===== src/design/lmo_pkg.sv =====
// Summary of operation
// - Row force-on bits close row supply switch
// - Row 1-6 mask bits open supply switch
// - Row 7-9 mask bits open supply switch
// - All override bits reset zero, normal scanning
// - Double bit makes fade-out one or two base times
// - Double bit also doubles duty fade-out
// - Bits 3-2 select low slope extension
// - Bits 1-0 select high slope extension
// - Base phase time comes from per-LED register
// - Per-LED mode resolved by fixed priority
// - Host master accesses registers by sub-address
`default_nettype none
package lmo_pkg;

  // ----------------------------------------
  // Register sub-addresses
  // ----------------------------------------
  localparam logic [7:0] LMO_ADDR_COL_LO = 8'h2c; // Column 1-6 override
  localparam logic [7:0] LMO_ADDR_COL_HI = 8'h2d; // Column 7-10 override
  localparam logic [7:0] LMO_ADDR_ON_LO = 8'h2e;  // Row 1-6 force-on
  localparam logic [7:0] LMO_ADDR_ON_HI = 8'h2f;  // Row 7-9 force-on
  localparam logic [7:0] LMO_ADDR_OFF_LO = 8'h30; // Row 1-6 force-off
  localparam logic [7:0] LMO_ADDR_OFF_HI = 8'h31; // Row 7-9 force-off
  localparam logic [7:0] LMO_ADDR_SLOPE = 8'h32;  // Fade slope timing

  // ----------------------------------------
  // Field layout and reset values
  // ----------------------------------------
  localparam logic [7:0] LMO_RESET_VALUE = 8'h00; // Every register
  localparam int LMO_COL_LO_W = 6;   // Columns in low register
  localparam int LMO_COL_HI_W = 4;   // Columns in high register
  localparam int LMO_ROW_LO_W = 6;   // Rows in low register
  localparam int LMO_ROW_HI_W = 3;   // Rows in high register
  localparam int LMO_FADE_DBL_BIT = 4; // Fade-out double bit
  localparam int LMO_LOW_EXT_LSB = 2;  // Low slope extension field
  localparam int LMO_HIGH_EXT_LSB = 0; // High slope extension field
  localparam int LMO_EXT_W = 2;        // Width of each extension field
  localparam int LMO_SLOPE_W = 5;      // Used bits of slope register

  // ----------------------------------------
  // Matrix geometry
  // ----------------------------------------
  localparam int LMO_ROWS = 9;   // Row outputs
  localparam int LMO_COLS = 10;  // Column outputs
  localparam int LMO_LEDS = LMO_ROWS * LMO_COLS; // Row-major LED index
  localparam int LMO_CUR_W = 4;  // Per-LED current setting width

  // Register access from the serial slave, same clock
  typedef struct packed {
    logic wr;
    logic rd;
    logic [7:0] addr;
    logic [7:0] wdata;
  } lmo_bus_s;

  // Resolved LED operating mode
  typedef enum logic [5:0] {
    LMO_MODE_OFF = 6'h01,
    LMO_MODE_COL_CONST = 6'h02,
    LMO_MODE_ROW_ON = 6'h04,
    LMO_MODE_DUTY = 6'h08,
    LMO_MODE_BLINK = 6'h10,
    LMO_MODE_CONST = 6'h20
  } lmo_mode_e;

endpackage
`default_nettype wire


===== src/design/lmo_led_mode.sv =====
`timescale 1ns/10ps
`default_nettype none
module lmo_led_mode
  import lmo_pkg::*;
(
  input wire logic mclk,
  input wire logic reset_n,
  input wire logic matrix_enable,
  input wire logic col_const,
  input wire logic row_off,
  input wire logic row_on,
  input wire logic duty_en,
  input wire logic blink_nz,
  output lmo_mode_e mode
);

  // ----------------------------------------
  // Priority resolve, one LED
  // ----------------------------------------
  lmo_mode_e next_mode; // Combinational pick

  // Earlier terms win over later ones
  always_comb begin
    if (!matrix_enable) begin
      next_mode = LMO_MODE_OFF;
    end else if (col_const) begin
      next_mode = LMO_MODE_COL_CONST;
    end else if (row_off) begin
      next_mode = LMO_MODE_OFF;
    end else if (row_on) begin
      next_mode = LMO_MODE_ROW_ON;
    end else if (duty_en) begin
      next_mode = LMO_MODE_DUTY;
    end else if (blink_nz) begin
      next_mode = LMO_MODE_BLINK;
    end else begin
      next_mode = LMO_MODE_CONST;
    end
  end

  // Registered so the scan engine sees a clean code
  always_ff @(posedge mclk or negedge reset_n) begin
    if (!reset_n) begin
      mode <= LMO_MODE_OFF;
    end else begin
      mode <= next_mode;
    end
  end

endmodule
`default_nettype wire


===== src/design/lmo_regs.sv =====
`timescale 1ns/10ps
`default_nettype none
module lmo_regs
  import lmo_pkg::*;
#(
  parameter int T1W = 8 // Width of a phase time count
) (
  input wire logic mclk,
  input wire logic reset_n,
  // Register access from the serial slave
  input wire lmo_bus_s reg_req,
  output logic [7:0] reg_rdata,
  // Scan engine inputs
  input wire logic matrix_enable,
  input wire logic [LMO_LEDS-1:0] duty_enable,
  input wire logic [LMO_LEDS-1:0] blink_nonzero,
  input wire logic [LMO_COLS*LMO_CUR_W-1:0] first_row_current,
  input wire logic [T1W-1:0] base_phase_time,
  input wire logic [T1W-1:0] duty_fade_in,
  // Override state towards the matrix
  output logic [LMO_COLS-1:0] column_const_current,
  output logic [LMO_COLS*LMO_CUR_W-1:0] column_current,
  output logic [LMO_ROWS-1:0] row_force_on,
  output logic [LMO_ROWS-1:0] row_force_off,
  output lmo_mode_e [LMO_LEDS-1:0] led_mode,
  // Fade engine timing
  output logic fade_out_double,
  output logic [LMO_EXT_W-1:0] low_slope_extension,
  output logic [LMO_EXT_W-1:0] high_slope_extension,
  output logic [T1W:0] fade_out_phase,
  output logic [T1W:0] duty_fade_out
);

  // ----------------------------------------
  // Address decode
  // ----------------------------------------
  logic wr_col_lo; // Write strobes per register
  logic wr_col_hi;
  logic wr_on_lo;
  logic wr_on_hi;
  logic wr_off_lo;
  logic wr_off_hi;
  logic wr_slope;

  // Each sub-address selects exactly one register
  assign wr_col_lo = reg_req.wr && (reg_req.addr == LMO_ADDR_COL_LO);
  assign wr_col_hi = reg_req.wr && (reg_req.addr == LMO_ADDR_COL_HI);
  assign wr_on_lo = reg_req.wr && (reg_req.addr == LMO_ADDR_ON_LO);
  assign wr_on_hi = reg_req.wr && (reg_req.addr == LMO_ADDR_ON_HI);
  assign wr_off_lo = reg_req.wr && (reg_req.addr == LMO_ADDR_OFF_LO);
  assign wr_off_hi = reg_req.wr && (reg_req.addr == LMO_ADDR_OFF_HI);
  assign wr_slope = reg_req.wr && (reg_req.addr == LMO_ADDR_SLOPE);

  // ----------------------------------------
  // Column override bits
  // ----------------------------------------
  // Upper data bits are simply not stored
  always_ff @(posedge mclk or negedge reset_n) begin
    if (!reset_n) begin
      column_const_current <= '0;
    end else begin
      if (wr_col_lo) begin
        column_const_current[LMO_COL_LO_W-1:0] <=
          reg_req.wdata[LMO_COL_LO_W-1:0];
      end
      if (wr_col_hi) begin
        column_const_current[LMO_COLS-1:LMO_COL_LO_W] <=
          reg_req.wdata[LMO_COL_HI_W-1:0];
      end
    end
  end

  // ----------------------------------------
  // Column current source
  // ----------------------------------------
  // A forced column borrows the setting of the first-row LED
  // with the same index; others show zero so nothing leaks
  genvar gc;
  generate
    for (gc = 0; gc < LMO_COLS; gc++) begin : g_col
      always_ff @(posedge mclk or negedge reset_n) begin
        if (!reset_n) begin
          column_current[gc*LMO_CUR_W +: LMO_CUR_W] <= '0;
        end else if (column_const_current[gc]) begin
          column_current[gc*LMO_CUR_W +: LMO_CUR_W] <=
            first_row_current[gc*LMO_CUR_W +: LMO_CUR_W];
        end else begin
          column_current[gc*LMO_CUR_W +: LMO_CUR_W] <= '0;
        end
      end
    end
  endgenerate

  // ----------------------------------------
  // Row force-on bits
  // ----------------------------------------
  // Set bit closes the row supply switch
  always_ff @(posedge mclk or negedge reset_n) begin
    if (!reset_n) begin
      row_force_on <= '0;
    end else begin
      if (wr_on_lo) begin
        row_force_on[LMO_ROW_LO_W-1:0] <=
          reg_req.wdata[LMO_ROW_LO_W-1:0];
      end
      if (wr_on_hi) begin
        row_force_on[LMO_ROWS-1:LMO_ROW_LO_W] <=
          reg_req.wdata[LMO_ROW_HI_W-1:0];
      end
    end
  end

  // ----------------------------------------
  // Row force-off bits
  // ----------------------------------------
  // Set bit opens the row supply switch
  always_ff @(posedge mclk or negedge reset_n) begin
    if (!reset_n) begin
      row_force_off <= '0;
    end else begin
      if (wr_off_lo) begin
        row_force_off[LMO_ROW_LO_W-1:0] <=
          reg_req.wdata[LMO_ROW_LO_W-1:0];
      end
      if (wr_off_hi) begin
        row_force_off[LMO_ROWS-1:LMO_ROW_LO_W] <=
          reg_req.wdata[LMO_ROW_HI_W-1:0];
      end
    end
  end

  // ----------------------------------------
  // Slope timing register
  // ----------------------------------------
  // Extension codes have no decoded meaning here; they go
  // to the fade engine exactly as written
  always_ff @(posedge mclk or negedge reset_n) begin
    if (!reset_n) begin
      fade_out_double <= 1'b0;
      low_slope_extension <= '0;
      high_slope_extension <= '0;
    end else if (wr_slope) begin
      fade_out_double <= reg_req.wdata[LMO_FADE_DBL_BIT];
      low_slope_extension <=
        reg_req.wdata[LMO_LOW_EXT_LSB +: LMO_EXT_W];
      high_slope_extension <=
        reg_req.wdata[LMO_HIGH_EXT_LSB +: LMO_EXT_W];
    end
  end

  // ----------------------------------------
  // Fade-out lengths
  // ----------------------------------------
  // One extra bit so the doubled time never wraps
  always_ff @(posedge mclk or negedge reset_n) begin
    if (!reset_n) begin
      fade_out_phase <= '0;
      duty_fade_out <= '0;
    end else begin
      // Base time is the per-LED value, never the slope register
      fade_out_phase <= fade_out_double ?
        {base_phase_time, 1'b0} : {1'b0, base_phase_time};
      duty_fade_out <= fade_out_double ?
        {duty_fade_in, 1'b0} : {1'b0, duty_fade_in};
    end
  end

  // ----------------------------------------
  // Read-back
  // ----------------------------------------
  logic [7:0] next_rdata; // Selected read value

  // Unmapped addresses and unused bits read zero
  always_comb begin
    next_rdata = LMO_RESET_VALUE;
    unique case (reg_req.addr)
      LMO_ADDR_COL_LO: begin
        next_rdata[LMO_COL_LO_W-1:0] =
          column_const_current[LMO_COL_LO_W-1:0];
      end
      LMO_ADDR_COL_HI: begin
        next_rdata[LMO_COL_HI_W-1:0] =
          column_const_current[LMO_COLS-1:LMO_COL_LO_W];
      end
      LMO_ADDR_ON_LO: begin
        next_rdata[LMO_ROW_LO_W-1:0] = row_force_on[LMO_ROW_LO_W-1:0];
      end
      LMO_ADDR_ON_HI: begin
        next_rdata[LMO_ROW_HI_W-1:0] =
          row_force_on[LMO_ROWS-1:LMO_ROW_LO_W];
      end
      LMO_ADDR_OFF_LO: begin
        next_rdata[LMO_ROW_LO_W-1:0] = row_force_off[LMO_ROW_LO_W-1:0];
      end
      LMO_ADDR_OFF_HI: begin
        next_rdata[LMO_ROW_HI_W-1:0] =
          row_force_off[LMO_ROWS-1:LMO_ROW_LO_W];
      end
      LMO_ADDR_SLOPE: begin
        next_rdata[LMO_FADE_DBL_BIT] = fade_out_double;
        next_rdata[LMO_LOW_EXT_LSB +: LMO_EXT_W] = low_slope_extension;
        next_rdata[LMO_HIGH_EXT_LSB +: LMO_EXT_W] = high_slope_extension;
      end
      default: begin
        next_rdata = LMO_RESET_VALUE; // Outside this group
      end
    endcase
  end

  // Data held until the next read so a slow slave can shift it
  always_ff @(posedge mclk or negedge reset_n) begin
    if (!reset_n) begin
      reg_rdata <= LMO_RESET_VALUE;
    end else if (reg_req.rd) begin
      reg_rdata <= next_rdata;
    end
  end

  // ----------------------------------------
  // Per-LED mode resolve
  // ----------------------------------------
  // LED index is row * columns + column
  genvar gl;
  generate
    for (gl = 0; gl < LMO_LEDS; gl++) begin : g_led
      lmo_led_mode lmo_led_mode_inst (
        .mclk(mclk),
        .reset_n(reset_n),
        .matrix_enable(matrix_enable),
        .col_const(column_const_current[gl % LMO_COLS]),
        .row_off(row_force_off[gl / LMO_COLS]),
        .row_on(row_force_on[gl / LMO_COLS]),
        .duty_en(duty_enable[gl]),
        .blink_nz(blink_nonzero[gl]),
        .mode(led_mode[gl])
      );
    end
  endgenerate
endmodule
`default_nettype wire


===== config.mk =====
export PLATFORM = sky130hd
export DESIGN_NAME = lmo_regs
export DESIGN_NICKNAME = d
export VERILOG_FILES = /design/src/design/lmo_pkg.sv /design/src/design/lmo_led_mode.sv /design/src/design/lmo_regs.sv
export SDC_FILE = /design/constraint.sdc
export NUM_CORES = 1
export LEC_CHECK = 0
export BUFFER_PORTS_ARGS = -buffer_cell sky130_fd_sc_hd__buf_4
export CAP_MARGIN = 20
export CORE_AREA = 2 2 352 354
export DETAILED_ROUTE_END_ITERATION = 10
export DIE_AREA = 0 0 354 356
export PLACE_DENSITY_LB_ADDON = 0.15
export SYNTH_ARGS = -nofsm -noshare
export SYNTH_HDL_FRONTEND = slang
export SYNTH_SLANG_ARGS = --single-unit
export TNS_END_PERCENT = 50

===== constraint.sdc =====
create_clock -name mclk -period 1.38 [get_ports mclk]
set_input_delay 0.207 -clock mclk [delete_from_list [all_inputs] [get_ports mclk]]
set_output_delay 0.207 -clock mclk [all_outputs]
set_load 0.01 [all_outputs]

== Word-level counts from Yosys, hierarchy flattened ==
Index checks and enable logic that the tools add are counted.
Word-level totals
  output and inout bits: 639
  bits in registers: 637
Cells by class
  equality and inequality tests: 7
  reduce and logical (&&, ||, !) cells: 7
  muxes and demuxes: 556
Operator list (number)
  $mux W6: 540
  $eq A8 B6 Y1 const B: 7
  $mux W4: 10
  $pmux W3 S7: 1
  $mux W9: 2
  $logic_and A1 B1 Y1: 7
  $pmux W1 S5: 1
  $pmux W1 S4: 1
  $pmux W1 S3: 1

== Depth between registers and ports, before layout ==
  depth after elaboration: 6
  mapped depth: 6
  mapped depth without buffers: 4

== Hierarchy ==
A second synthesis with hierarchy kept.
Unflattened totals
  cell total of the unflattened synthesis: 1715
  area, all modules: 23029.6 µm²
Modules (own cells, without submodules)
  lmo_led_mode: sequential area each 151.4 µm², instances 90, cells each 16, area each 214.0 µm²
  lmo_regs: sequential area each 2427.3 µm², instances 1, cells each 275, area each 3773.6 µm²

== Worst setup path after synthesis ==
Ideal clock, no wire load.
  path type: input -> register
  start: input port reg_req[10] in the netlist's numbering
  end: register reg_rdata[4]
  slack: -0.020 ns
  arrival time: 1.273 ns
  library setup time: 0.126 ns
  stages: 6
  cells stage by stage: and3b_1 > buf_6 > and2_4 > buf_6 > a22o_1 > a221o_1
Between the ends
  longest elaborated chain between the ends: 2
  elaborated cells on any way between the ends: 5
  those cells by class: eq/ne (4); mux (1)
Ends and longest elaborated chain
  start: declaration: RTL line lmo_regs.sv:11  | input wire lmo_bus_s reg_req,
  $eq A8 B6 Y1: RTL line lmo_regs.sv:176  | unique case (reg_req.addr)
  $pmux W1 S4 *: RTL line lmo_regs.sv:176
  end signal: assignment: RTL line lmo_regs.sv:215  | reg_rdata <= next_rdata;
  end: declaration: RTL line lmo_regs.sv:12  | output logic [7:0] reg_rdata,
Mark *: on every way between the ends. The rest lies on a longest branch, timed or not.
A chain may end at the register's enable or synchronous reset.

== Final worst setup path ==
  start: register column_const_current[6]
  end: output port column_const_current[6]
RTL lines
  start: declaration: RTL line lmo_regs.sv:21  | output logic [LMO_COLS-1:0] column_const_current,
  start signal: indexed assignment: RTL line lmo_regs.sv:63  | column_const_current[LMO_COL_LO_W-1:0] <=
  start signal: indexed assignment: RTL line lmo_regs.sv:67  | column_const_current[LMO_COLS-1:LMO_COL_LO_W] <=
No word-level cell between the ends.

==> impl_metrics.py <==
metrics = {
    "synth": {
        "ys_top_cells_by_area": "dfrtp_1 59%, dfstp_2 12%, nor4_1 5.3%",
        "synth-main-ff-cell": "dfrtp_1",
        "syn-instance-count": 1527,
        "synthXorXnorAreaFrac_pct": 0,
        "synth_compound_area_share_pct": 3.273,
        "synth_simple_gate_area_share_pct": 14.94,
        "synth_edf_count": 0,
        "ys_ff_latch": 557,
        "synthMuxAreaShare_pct": 2.837,
        "ys_seq_area_share_pct": 70.96,
        "synth_top_area_cell": "dfrtp_1",
        "synthArstFlopShare_pct": 100.0,
        "synth_top_family_by_area": "simple AND/OR/NAND/NOR gates",
        "synth_top_area_share_pct": 59.02,
        "synth_cell_types": 49,
        "yosys_warnings": 0,
        "synthAdderAreaFrac_pct": 0,
        "syn_area_sq_mm": 0.01980,
        "avgSynthCellArea_sq_um": 12.97,
    },
    "placed_design": {
        "portBuffers": 891,
        "place_congestion": 0.8384,
        "placed_area_sq_mm": 0.02929,
        "place_hpwl_microns": 81330,
    },
    "clock_network": {
        "numCtsBuffers": 72,
        "cts_root_buffer": "clkbuf_16",
        "cts_tree": "done",
        "clock_latency_ns": 0.64,
        "clock_sinks": 557,
        "cts_max_level": 3,
        "path_clk_slew_ns": 0.05,
        "clockBufferDepth": 3,
    },
    "floorplanning": {
        "row_count": 129,
        "die-height_microns": 356,
        "die_area_sq_mm": 0.1260,
        "design.core.area_sq_mm": 0.1227,
        "die_w_microns": 354,
        "boundaryPins": 896,
        "start_util_pct": 16.14,
    },
    "status": {
        "violations": "setup timing",
        "status": "finished, violations left",
    },
    "drt": {
        "routed_via_density": 3.886,
        "detail-route-antenna-nets": 0,
        "dr.first_iter.drc_count": 936,
        "vias": 17480,
        "wl_per_cell_microns": 25.92,
        "dr.pass1.iters": 5,
        "drc": 0,
        "wl_microns": 116600,
    },
    "cells_and_area": {
        "fin_nets": 3055,
        "final_area_sq_mm": 0.03837,
        "areaGrowthSynthToFinish_pct": 93.79,
        "final_util_pct": 31.28,
        "drive_gt1_share_pct": 57.12,
    },
    "setup_path": {
        "start_kind": "flop",
        "crit_path_frequent_cell": "buf_6",
        "cp_max_fo": 2,
        "worstPathCellList": "buf_6 -> buf_12 -> buf_6",
        "required_ns": 1.17,
        "arrival_ns": 1.41,
        "crit_type": "flop to output port",
        "slowest_stage": "dfrtp_1",
        "cpPeakStageDelay_ns": 0.40,
        "crit_path_end_kind": "output port",
    },
    "hold_path": {
        "hold_class": "input pin to asynchronous set/reset pin",
    },
    "job": {
        "maxCapViolations": 0,
    },
    "grt": {
        "grt-ovfl-total": 0,
        "antenna_found_initial": 14,
        "grt_max_degree": 101,
        "grt_usage_pct": 16.95,
        "grt_pass1_wl_microns": 148900,
        "grt_pass1_vias": 18300,
    },
    "pwr": {
        "p_leak_nw": 18.26,
        "max-vdd-ir-drop_mv": 0.7073,
        "power_density_mw_per_mm2": 1153,
    },
    "timing": {
        "relSlewSlack_pct": 56.93,
        "drv_slew": 0,
        "fmax_ghz": 0.6175,
        "finalWorstSetupSlack_ns": -0.2394,
        "fin_skew_ns": 0.02269,
        "period_minus_slack_ns": 1.619,
        "final-setup-viol-count": 308,
        "tightest_slew_ns": 0.6431,
        "grt_setup_unrepaired": "true",
        "period_share_pct": 117.3,
        "hold_viol_final": 0,
    },
}
[synth_stat cells, types with 2 or more instances]
cell type and count:
dfrtp_1 467, nor4_1 169, buf_4 112, nor2_1 102, o21ai_0 93, inv_1 92, clkbuf_1 91, dfstp_2 90
and3_1 87, and2_1 53, mux2_2 49, nand2_1 14, nor2b_1 14, nor4b_1 10, nand2b_1 8, nor3b_1 8
or2_2 8, a22o_1 6, nand3_2 5, buf_2 4, nand3_1 4, a31oi_1 3, a32oi_1 3, a21oi_1 2
a22oi_1 2, and4_1 2, buf_6 2, nand3_4 2, nand4_1 2, nor3_1 2, o221ai_1 2, or2b_1 2
[state kept, by name (all words and copies together) (netlist names)]
| name | flops |
|---|---|
| g_led.lmo_led_mode_inst.mode | 460 |
| column_current | 40 |
| column_const_current | 10 |
| duty_fade_out | 9 |
| fade_out_phase | 9 |
| row_force_off | 9 |
| row_force_on | 9 |
| reg_rdata | 6 |
| high_slope_extension | 2 |
| low_slope_extension | 2 |
| fade_out_double | 1 |
[timing repair]
action / 4_1_cts / 5_1_grt
endpoints found under the setup margin: 662 / 829
setup buffers: 73 / 15
gates resized for setup: 394 / 276
hold buffers: 245 / 0
pin swaps: 3 / 15
hold endpoints to repair: 856 / 0
gates cloned: 2 / 18
[layout by cell type, fill, tap and decap left out, types with 7 or more instances in the layout]
cell type,synthesis,final
buf_4,112,713
dfrtp_1,467,442
buf_6,2,358
dlygate4sd3_1,0,245
o21ai_0,93,93
inv_1,92,90
dfstp_2,90,90
and3_1,87,87
clkbuf_16,0,86
nor2_1,102,78
buf_12,0,65
nor4_4,0,62
nor4_1,169,58
and2_1,53,53
nor4_2,0,49
mux2_2,49,49
dfrtp_2,0,25
clkbuf_8,0,19
nor2_2,0,13
nand2_1,14,12
nor2_4,0,11
clkbuf_1,91,10
buf_8,0,10
diode_2,0,9
clkinv_2,0,9
nor2b_1,14,7
[logic make-up (layout without fill, tap and decap cells)]
group	after synthesis	after routing
flip-flops	557	557
buffers and inverters	302	1626
AND/OR/NAND/NOR	501	501
other	1	11
AO/OA/AOI/OAI	116	116
multiplexers	50	50
[where the power goes]
part	internal, W	switching (W)
clock	0.0116	0.00778
combinational	0.00354	0.00387
sequential	0.0171	0.000322
total	0.0323	0.0120
[layer usage]
layer / vias to the layer above / track usage (%) / wire (microns)
li1: 7633 / - / -
met5: - / 0 / 13
met3: 148 / 4.184 / 6770
met4: 2 / 6.347 / 3954
met2: 647 / 29.01 / 58720
met1: 9048 / 20.52 / 47140
[final cells by class]
type	count	area [sq um]
multi-input combinational	669	5713
clock buffer	102	2126
timing repair buffer	1406	13680
tap	1637	2048
antenna	9	22.52
fill	12510	84300
clock inverter	26	350.3
sequential	557	14080
inverter	92	351.6
[metrics by stage]
step	total power (W)	hold slack (ns)	instances	setup TNS (ns)	worst slack (ns)
2_1_floorplan	0.01918	-0.08859	1528	0	0.001252
3_3_place_gp	0.02314	0.1133	4013	-16.35	-0.4083
3_5_place_dp	0.02319	0.1103	4013	-16.33	-0.3748
4_1_cts	0.04412	0.03363	4460	-56.26	-0.3036
5_1_grt	0.04602	0.07604	4491	-54.69	-0.3007
6_report	0.04425	0.08855	4498	-28.19	-0.2394
[critical path, delay by kind of cell, from the launching register on]
family                 cells  cell delay [ns]
flip-flops                 1             0.40
buffers and inverters      3             0.39
[path summary, 6_finish.rpt]
check / from / endpoint / slack (ns) / cells past startpoint
max: column_const_current[6]$_DFFE_PN0P_ / column_const_current[6] / -0.24 / 3
min: reset_n / g_led[8].lmo_led_mode_inst.mode[4]$_DFF_PN0_ / 0.09 / 2
max reg2reg: column_const_current[6]$_DFFE_PN0P_ / g_led[6].lmo_led_mode_inst.mode[5]$_DFF_PN0_ / -0.14 / 6
min reg2reg: reg_rdata[2]$_DFFE_PN0P_ / reg_rdata[2]$_DFFE_PN0P_ / 0.58 / 2
max in group asynchronous: reset_n / g_led[87].lmo_led_mode_inst.mode[5]$_DFF_PN0_ / 0.55 / 3
min in group mclk: reg_req[8] / reg_rdata[2]$_DFFE_PN0P_ / 0.11 / 4
(Power assumes the default switching activity.)
